### src/shared/four_level_interrupt_priority_pkg.sv
package four_level_interrupt_priority_pkg;

   // Source order is also the tie-break order within one level
   localparam int NUM_SOURCES   = 7;
   localparam int NUM_LEVELS    = 4;
   localparam int SRC_EXT_ZERO  = 0;
   localparam int SRC_TMR_ZERO  = 1;
   localparam int SRC_EXT_ONE   = 2;
   localparam int SRC_TMR_ONE   = 3;
   localparam int SRC_CNT_ARRAY = 4;
   localparam int SRC_SERIAL    = 5;
   localparam int SRC_TMR_TWO   = 6;

   // Register offsets on the 8-bit register port
   localparam logic [7:0] ADDR_SOURCE_ENABLE_MASK  = 8'hA8;
   localparam logic [7:0] ADDR_PRIORITY_UPPER_BITS = 8'hB7;
   localparam logic [7:0] ADDR_PRIORITY_LOWER_BITS = 8'hB8;
   localparam logic [7:0] ADDR_EVENT_STATUS        = 8'hC0;
   localparam logic [7:0] ADDR_EVENT_MASK          = 8'hC1;
   localparam logic [7:0] ADDR_SERVICE_STATE       = 8'hC2;
   localparam logic [7:0] ADDR_HW_FLAGS            = 8'hC3;

   // Bit positions of each source inside enable and priority registers
   localparam int SRC_BIT [NUM_SOURCES] = '{0, 1, 2, 3, 6, 4, 5};
   localparam int GLOBAL_ENABLE_BIT     = 7;
   localparam int CNT_ARRAY_ENABLE_BIT  = 6;

   // Vector address of each source, in source order
   localparam logic [7:0] SRC_VECTOR [NUM_SOURCES] =
      '{8'h03, 8'h0B, 8'h13, 8'h1B, 8'h33, 8'h23, 8'h2B};

   // Event status bits
   localparam int EV_SERVICE_START = 0;
   localparam int EV_SERVICE_END   = 1;
   localparam int EV_PREEMPT       = 2;
   localparam int EV_STRAY_RETURN  = 3;
   localparam int NUM_EVENTS       = 4;

   // Hardware-owned flag bits in the flag register
   localparam int HWF_EXT_ZERO = 0;
   localparam int HWF_TMR_ZERO = 1;
   localparam int HWF_EXT_ONE  = 2;
   localparam int HWF_TMR_ONE  = 3;

   // Values after reset
   localparam logic [7:0] RESET_ENABLE_MASK = 8'h00;
   localparam logic [7:0] RESET_PRIORITY    = 8'h00;
   localparam logic [7:0] RESET_EVENT_MASK  = 8'h00;
   localparam logic [7:0] RESET_VECTOR      = 8'h00;
   localparam logic [3:0] RESET_ACTIVE      = 4'h0;

endpackage

### src/rtl/four_level_interrupt_priority.sv
`timescale 1ns/1ns

module four_level_interrupt_priority
   import four_level_interrupt_priority_pkg::*;
#(
   parameter bit HAS_COUNTER_ARRAY = 1'b1
)
(
   input  wire logic       I_CLK,
   input  wire logic       I_RESET,
   input  wire logic [7:0] I_ADDR,
   input  wire logic [7:0] I_WDATA,
   input  wire logic       I_WR,
   input  wire logic       I_RD,
   output logic      [7:0] O_RDATA,
   input  wire logic       I_EXT_ZERO_PIN_N,
   input  wire logic       I_EXT_ONE_PIN_N,
   input  wire logic       I_EXT_ZERO_TRANSITION_MODE,
   input  wire logic       I_EXT_ONE_TRANSITION_MODE,
   input  wire logic       I_TIMER_ZERO_OVERFLOW,
   input  wire logic       I_TIMER_ONE_OVERFLOW,
   input  wire logic       I_COUNTER_ARRAY_REQUEST,
   input  wire logic       I_SERIAL_REQUEST,
   input  wire logic       I_TIMER_TWO_REQUEST,
   output logic            O_INT_REQUEST,
   output logic      [7:0] O_VECTOR,
   input  wire logic       I_INT_ACK,
   input  wire logic       I_RETURN,
   output logic            O_IRQ
);

   logic [7:0]            source_enable_mask;
   logic [7:0]            priority_lower_bits;
   logic [7:0]            priority_upper_bits;
   logic [NUM_EVENTS-1:0] event_status;
   logic [NUM_EVENTS-1:0] event_mask;
   logic [3:0]            active_levels;
   logic [3:0]            next_active_levels;
   logic [3:0]            hw_flags;
   logic [2:0]            taken_index;
   logic [1:0]            taken_level;
   logic [1:0]            ext_zero_sync;
   logic [1:0]            ext_one_sync;
   logic                  ext_zero_prev;
   logic                  ext_one_prev;
   logic                  ext_zero_fall;
   logic                  ext_one_fall;
   logic                  ext_zero_request_flag;
   logic                  ext_one_request_flag;
   logic                  ack_taken;
   logic                  return_taken;
   logic [NUM_SOURCES-1:0] source_flag;
   logic [NUM_SOURCES-1:0] source_eligible;
   logic [1:0]            source_level [NUM_SOURCES];
   logic                  win_found;
   logic [2:0]            win_index;
   logic [1:0]            win_level;
   logic                  write_hit_flags;
   logic [NUM_EVENTS-1:0] event_set;

   // External pins come from outside the clock domain
   always_ff @(posedge I_CLK)
   begin
      if (I_RESET)
      begin
         ext_zero_sync <= 2'h3;
         ext_one_sync  <= 2'h3;
         ext_zero_prev <= 1'b1;
         ext_one_prev  <= 1'b1;
      end
      else
      begin
         ext_zero_sync <= {ext_zero_sync[0], I_EXT_ZERO_PIN_N};
         ext_one_sync  <= {ext_one_sync[0], I_EXT_ONE_PIN_N};
         ext_zero_prev <= ext_zero_sync[1];
         ext_one_prev  <= ext_one_sync[1];
      end
   end

   // Edge detect only looks at the second synchroniser stage
   assign ext_zero_fall = ext_zero_prev & ~ext_zero_sync[1];
   assign ext_one_fall  = ext_one_prev & ~ext_one_sync[1];

   assign ack_taken    = I_INT_ACK & O_INT_REQUEST;
   assign return_taken = I_RETURN;
   assign write_hit_flags = I_WR && (I_ADDR == ADDR_HW_FLAGS);

   // Edge-captured and timer flags; a new event beats any clear
   always_ff @(posedge I_CLK)
   begin
      if (I_RESET)
      begin
         hw_flags <= 4'h0;
      end
      else
      begin
         for (int f = 0; f < 4; f++)
         begin
            if (write_hit_flags && I_WDATA[f])
            begin
               hw_flags[f] <= 1'b0;
            end
         end
         // Vectoring clears the flag of timer zero or timer one when taken, or of an external source taken in transition mode
         if (ack_taken)
         begin
            if (taken_index == 3'(SRC_EXT_ZERO)
                && I_EXT_ZERO_TRANSITION_MODE)
            begin
               hw_flags[HWF_EXT_ZERO] <= 1'b0;
            end
            if (taken_index == 3'(SRC_EXT_ONE)
                && I_EXT_ONE_TRANSITION_MODE)
            begin
               hw_flags[HWF_EXT_ONE] <= 1'b0;
            end
            if (taken_index == 3'(SRC_TMR_ZERO))
            begin
               hw_flags[HWF_TMR_ZERO] <= 1'b0;
            end
            if (taken_index == 3'(SRC_TMR_ONE))
            begin
               hw_flags[HWF_TMR_ONE] <= 1'b0;
            end
         end
         if (ext_zero_fall)
         begin
            hw_flags[HWF_EXT_ZERO] <= 1'b1;
         end
         if (ext_one_fall)
         begin
            hw_flags[HWF_EXT_ONE] <= 1'b1;
         end
         if (I_TIMER_ZERO_OVERFLOW)
         begin
            hw_flags[HWF_TMR_ZERO] <= 1'b1;
         end
         if (I_TIMER_ONE_OVERFLOW)
         begin
            hw_flags[HWF_TMR_ONE] <= 1'b1;
         end
      end
   end

   // Level mode follows the pin, so only software at the source ends it
   assign ext_zero_request_flag = I_EXT_ZERO_TRANSITION_MODE ?
                                  hw_flags[HWF_EXT_ZERO] :
                                  ~ext_zero_sync[1];
   assign ext_one_request_flag  = I_EXT_ONE_TRANSITION_MODE ?
                                  hw_flags[HWF_EXT_ONE] :
                                  ~ext_one_sync[1];

   // Request flags in polling order
   always_comb
   begin
      source_flag = '0;
      source_flag[SRC_EXT_ZERO]  = ext_zero_request_flag;
      source_flag[SRC_TMR_ZERO]  = hw_flags[HWF_TMR_ZERO];
      source_flag[SRC_EXT_ONE]   = ext_one_request_flag;
      source_flag[SRC_TMR_ONE]   = hw_flags[HWF_TMR_ONE];
      source_flag[SRC_CNT_ARRAY] = HAS_COUNTER_ARRAY
                                   & I_COUNTER_ARRAY_REQUEST;
      source_flag[SRC_SERIAL]    = I_SERIAL_REQUEST;
      source_flag[SRC_TMR_TWO]   = I_TIMER_TWO_REQUEST;
   end

   // Level, gating and blocking by services already in progress
   always_comb
   begin
      source_eligible = '0;
      for (int s = 0; s < NUM_SOURCES; s++)
      begin
         source_level[s] = {priority_upper_bits[SRC_BIT[s]],
                            priority_lower_bits[SRC_BIT[s]]};
         source_eligible[s] = source_flag[s]
                              & source_enable_mask[SRC_BIT[s]]
                              & source_enable_mask[GLOBAL_ENABLE_BIT]
                              & ((active_levels >> source_level[s])
                                 == 4'h0);
      end
   end

   // First source in order among those at the highest level wins
   always_comb
   begin
      win_found = 1'b0;
      win_index = 3'h0;
      win_level = 2'h0;
      for (int s = 0; s < NUM_SOURCES; s++)
      begin
         if (source_eligible[s]
             && (!win_found || source_level[s] > win_level))
         begin
            win_found = 1'b1;
            win_index = 3'(s);
            win_level = source_level[s];
         end
      end
   end

   // Request and vector are registered; a taken request drops for a
   // cycle so the core never sees a stale vector after acknowledge
   always_ff @(posedge I_CLK)
   begin
      if (I_RESET)
      begin
         O_INT_REQUEST <= 1'b0;
         O_VECTOR      <= RESET_VECTOR;
         taken_index   <= 3'h0;
         taken_level   <= 2'h0;
      end
      else
      begin
         O_INT_REQUEST <= win_found & ~ack_taken & ~return_taken;
         O_VECTOR      <= SRC_VECTOR[win_index];
         taken_index   <= win_index;
         taken_level   <= win_level;
      end
   end

   // One in-progress bit per level holds the nesting record
   always_comb
   begin
      next_active_levels = active_levels;
      if (return_taken)
      begin
         // The highest level in progress is the one finishing
         for (int l = 0; l < NUM_LEVELS; l++)
         begin
            if ((active_levels >> l) == 4'h1)
            begin
               next_active_levels[l] = 1'b0;
            end
         end
      end
      else if (ack_taken)
      begin
         next_active_levels[taken_level] = 1'b1;
      end
   end

   always_ff @(posedge I_CLK)
   begin
      if (I_RESET)
      begin
         active_levels <= RESET_ACTIVE;
      end
      else
      begin
         active_levels <= next_active_levels;
      end
   end

   // Software-visible registers
   always_ff @(posedge I_CLK)
   begin
      if (I_RESET)
      begin
         source_enable_mask  <= RESET_ENABLE_MASK;
         priority_lower_bits <= RESET_PRIORITY;
         priority_upper_bits <= RESET_PRIORITY;
         event_mask          <= RESET_EVENT_MASK[NUM_EVENTS-1:0];
      end
      else if (I_WR)
      begin
         case (I_ADDR)
            ADDR_SOURCE_ENABLE_MASK:
            begin
               source_enable_mask <= I_WDATA;
               // Enable bit of an absent counter array stays clear
               source_enable_mask[CNT_ARRAY_ENABLE_BIT] <=
                  I_WDATA[CNT_ARRAY_ENABLE_BIT] & HAS_COUNTER_ARRAY;
            end
            ADDR_PRIORITY_LOWER_BITS:
            begin
               priority_lower_bits <= I_WDATA;
            end
            ADDR_PRIORITY_UPPER_BITS:
            begin
               priority_upper_bits <= I_WDATA;
            end
            ADDR_EVENT_MASK:
            begin
               event_mask <= I_WDATA[NUM_EVENTS-1:0];
            end
            default:
            begin
            end
         endcase
      end
   end

   // Controller events for the housekeeping interrupt
   always_comb
   begin
      event_set = '0;
      event_set[EV_SERVICE_START] = ack_taken & ~return_taken;
      event_set[EV_SERVICE_END]   = return_taken & (active_levels != 4'h0);
      event_set[EV_PREEMPT]       = ack_taken & ~return_taken
                                    & (active_levels != 4'h0);
      event_set[EV_STRAY_RETURN]  = return_taken & (active_levels == 4'h0);
   end

   // Write one clears; an event in the same cycle wins
   always_ff @(posedge I_CLK)
   begin
      if (I_RESET)
      begin
         event_status <= '0;
      end
      else
      begin
         if (I_WR && I_ADDR == ADDR_EVENT_STATUS)
         begin
            event_status <= (event_status & ~I_WDATA[NUM_EVENTS-1:0])
                            | event_set;
         end
         else
         begin
            event_status <= event_status | event_set;
         end
      end
   end

   assign O_IRQ = |(event_status & event_mask);

   // Read data stands in the cycle after the strobe only
   always_ff @(posedge I_CLK)
   begin
      if (I_RESET)
      begin
         O_RDATA <= 8'h00;
      end
      else if (I_RD)
      begin
         case (I_ADDR)
            ADDR_SOURCE_ENABLE_MASK:  O_RDATA <= source_enable_mask;
            ADDR_PRIORITY_LOWER_BITS: O_RDATA <= priority_lower_bits;
            ADDR_PRIORITY_UPPER_BITS: O_RDATA <= priority_upper_bits;
            ADDR_EVENT_STATUS:        O_RDATA <= {4'h0, event_status};
            ADDR_EVENT_MASK:          O_RDATA <= {4'h0, event_mask};
            ADDR_SERVICE_STATE:       O_RDATA <= {4'h0, active_levels};
            ADDR_HW_FLAGS:            O_RDATA <= {4'h0, hw_flags};
            default:                  O_RDATA <= 8'h00;
         endcase
      end
      else
      begin
         O_RDATA <= 8'h00;
      end
   end

endmodule

### config.mk
export PLATFORM = sky130hd
export DESIGN_NAME = four_level_interrupt_priority
export DESIGN_NICKNAME = d
export VERILOG_FILES = /design/src/shared/four_level_interrupt_priority_pkg.sv /design/src/rtl/four_level_interrupt_priority.sv
export SDC_FILE = /design/constraint.sdc
export NUM_CORES = 1
export LEC_CHECK = 0
export BUFFER_PORTS_ARGS = -buffer_cell sky130_fd_sc_hd__buf_2
export CORE_ASPECT_RATIO = 1.2
export CORE_UTILIZATION = 62
export CTS_CLUSTER_DIAMETER = 80
export DETAILED_ROUTE_END_ITERATION = 16
export PLACE_DENSITY_LB_ADDON = 0.25
export SLEW_MARGIN = 20
export SYNTH_ARGS = -nofsm -noshare
export SYNTH_HDL_FRONTEND = slang
export SYNTH_SLANG_ARGS = --single-unit
export TNS_END_PERCENT = 50
### constraint.sdc
create_clock -name I_CLK -period 12 [get_ports I_CLK]
set_clock_uncertainty 0.2 [all_clocks]
set_input_delay 0.6 -clock I_CLK [delete_from_list [all_inputs] [get_ports I_CLK]]
set_output_delay 0.6 -clock I_CLK [all_outputs]
set_load 0.005 [all_outputs]
==> out/results.ini <==
[critical_path]
crit_path_frequent_cell=ha_1
rr_worst_depth=40
arrival_ns=9.40
required_ns=12.06
critPathLaunchType=flop
reg2reg_setup_slack_ns=2.65
timing.rr.start=active_levels[2]
cp_top_family=compound AO/OA/AOI/OAI gates
startpoint=active_levels[2]
r2r_end=O_VECTOR[4]
max_stage_delay_ns=0.48
end_kind=flop
crit_buf_inv=3
worstPathMaxFanout=13
critical_path_class=reg -> reg
cp_slowest_cell=dfxtp_1

[yosys]
ys_ff_latch=64
synthesis.area_um2=3480
synth_edf_count=0
syn_avg_cell_area_um2=8.56
syn_inst=406
ys_types=64
async_flop_share=0
ys_warn_count=0
yosysSeqAreaShare=0.369
synthFlopType=dfxtp_1

[sta]
setup_viol=0
hold_viol=0
setup_tns_ns=0
rsz0062_at_grt=no
slew_headroom=0.323
period_share=0.779
max_clock_freq_ghz=0.107
drv_slew=0
finalCriticalPeriod_ns=9.35
worst_pin_slew_ns=1.00
hold-worst-slack_ns=0.211

[placed_design]
place.gp.congestion=0.936
detailed_place_hpwl_um=6510
port_buffers=45
placed_area_um2=3700

[grt]
grt_overflow=0
antenna_found_initial=0
grt_start_max_net_pins=50
grt_pass1_vias=3096
grt_pass1_wl_um=14700
gr-usage-all-layers=0.325

[layout]
areaGrowthSynthToFinish_pct=12.6
fillers=422
fin_area_um2=3910
regArea_um2=1280
drive_gt1_frac=0.211
final_common_cell=dfxtp_1
fin_nets=488
n_antenna_cell=0
final_cell_mix=dfxtp_1 (64), nand2_1 (51), buf_2 (45)
multiInputGateArea_um2=2020
utilization=0.734

[worst_hold_path]
hp-start=ext_one_sync[0]
hold_depth=1
hold_path_class=reg -> reg
min_to=ext_one_sync[1]

[drt]
post_drt_wl_per_cell_um=17.7
drt_iter0_markers=254
route.detailed.drc=0
detailedRoute.firstPassIterationCount=5
num_vias=3245
antenna_left=0
totalWireLength_um=9090
via_per_inst=6.34

[cts]
holdBufCountCts=0
cts.sinks=64
cts_tree=yes
ctsHtreeMaxLevel=3
cts_buffers=9
cts_resized=0
clkLatencyLatePin_ns=0.36
cts_setup_buffers=0
cts-root-buf=clkbuf_8
cts_buffer_depth=2
path_clk_slew_ns=0.07

[die]
dieArea_um2=5910
core_area_um2=5330
start_util=0.652
rows=29
die_h_um=84.0
die_w_um=70.4
top_level_ports=49

[power_and_ir_drop]
powerDensity_nw_per_um2=113
worst_ir_drop_vdd_uv=111
p_leak_nw=1.66

[job]
cap_violations=0

[run_status]
status=finished, final reports clean

-- kinds of logic after synthesis --
logic type      count (synthesis)  share of synthesized area
flops                          64                      0.369
compound gates                100                      0.209
fa+ha+maj                      12                     0.0432
buf+inv                        42                     0.0515
other cells                     1                    0.00108
mux                            33                      0.112
simple gates                  154                      0.214
-- synthesized netlist by cell type (5+ instances only) --
cell      count  area share
a211oi_1      8       0.017
a21o_1        7       0.015
a21oi_1      28       0.040
a22oi_1      12       0.026
buf_4         5       0.011
clkbuf_1     13       0.014
dfxtp_1      64        0.37
ha_1         12       0.043
inv_1        20       0.022
mux2_2        8       0.026
mux2i_1      21       0.060
nand2_1      51       0.055
nand2b_1      8       0.014
nand3_1      13       0.019
nor2_1       42       0.045
nor2b_1       6       0.011
o21ai_0      11       0.016
or2_2         7       0.013
-- metrics by stage --
| stage | instances | setup slack (ns) | power [W] |
|---|---|---|---|
| final | 512 | 2.65 | 0.000441 |
| after global routing | 512 | 2.07 | 0.000453 |
| after CTS | 512 | 2.81 | 0.000442 |
| after detailed placement | 496 | 2.54 | 0.000241 |
| after global placement | 496 | 2.87 | 0.000240 |
| after floorplan | 408 | 3.78 | 0.000231 |
-- sequential cells by signal (all words and copies together), names as in the netlist, 2 cells and up --
register,count
O_RDATA,8
source_enable_mask,8
ext_one_sync,2
ext_zero_sync,2
taken_index,3
priority_upper_bits,8
active_levels,4
taken_level,2
O_VECTOR,4
priority_lower_bits,8
hw_flags,4
event_status,4
event_mask,4
-- power by group --
part	leakage, nW	internal [W]	total, W	switching (W)
logic	1.04	0.00000763	0.0000203	0.0000127
registers	0.518	0.000214	0.000216	0.00000160
clock network	0.104	0.000117	0.000205	0.0000876
total	1.66	0.000339	0.000441	0.000102
-- routing by layer --
layer,vias up,global-route usage,wire length [µm]
li1,1532,-,-
met2,136,0.546,4480
met3,26,0.0749,513
met1,1551,0.388,3840
met5,-,0,0
met4,0,0.153,261
-- worst register-to-register path: cells and delay by family, from the launching register on --
family | cells | cell delay [ns]
DFF | 1 | 0.48
muxes | 2 | 0.58
buffers and inverters | 3 | 0.22
and+or+nand+nor | 9 | 1.45
AOI/OAI and AO/OA | 20 | 4.60
adders and majority gates | 6 | 1.73
-- how the worst max path moves through the flow --
stage,to,slack (ns),depth (start not counted)
2_1_floorplan,taken_level[1],3.78,39
3_3_place_gp,O_VECTOR[4],2.87,40
3_5_place_dp,O_VECTOR[4],2.54,41
4_1_cts,O_VECTOR[4],2.81,40
5_1_grt,O_VECTOR[4],2.07,39
6_report,O_VECTOR[4],2.65,40
-- final cells by class --
class | count | share of cell area
clock buffer | 11 | 0.0336
clock inverter | 5 | 0.0208
inverter | 21 | 0.0201
multi-input combinational | 302 | 0.517
sequential | 64 | 0.327
tap | 62 | 0.0198
timing repair buffer | 47 | 0.0614
Note: power is estimated with default switching activity, not from simulation.
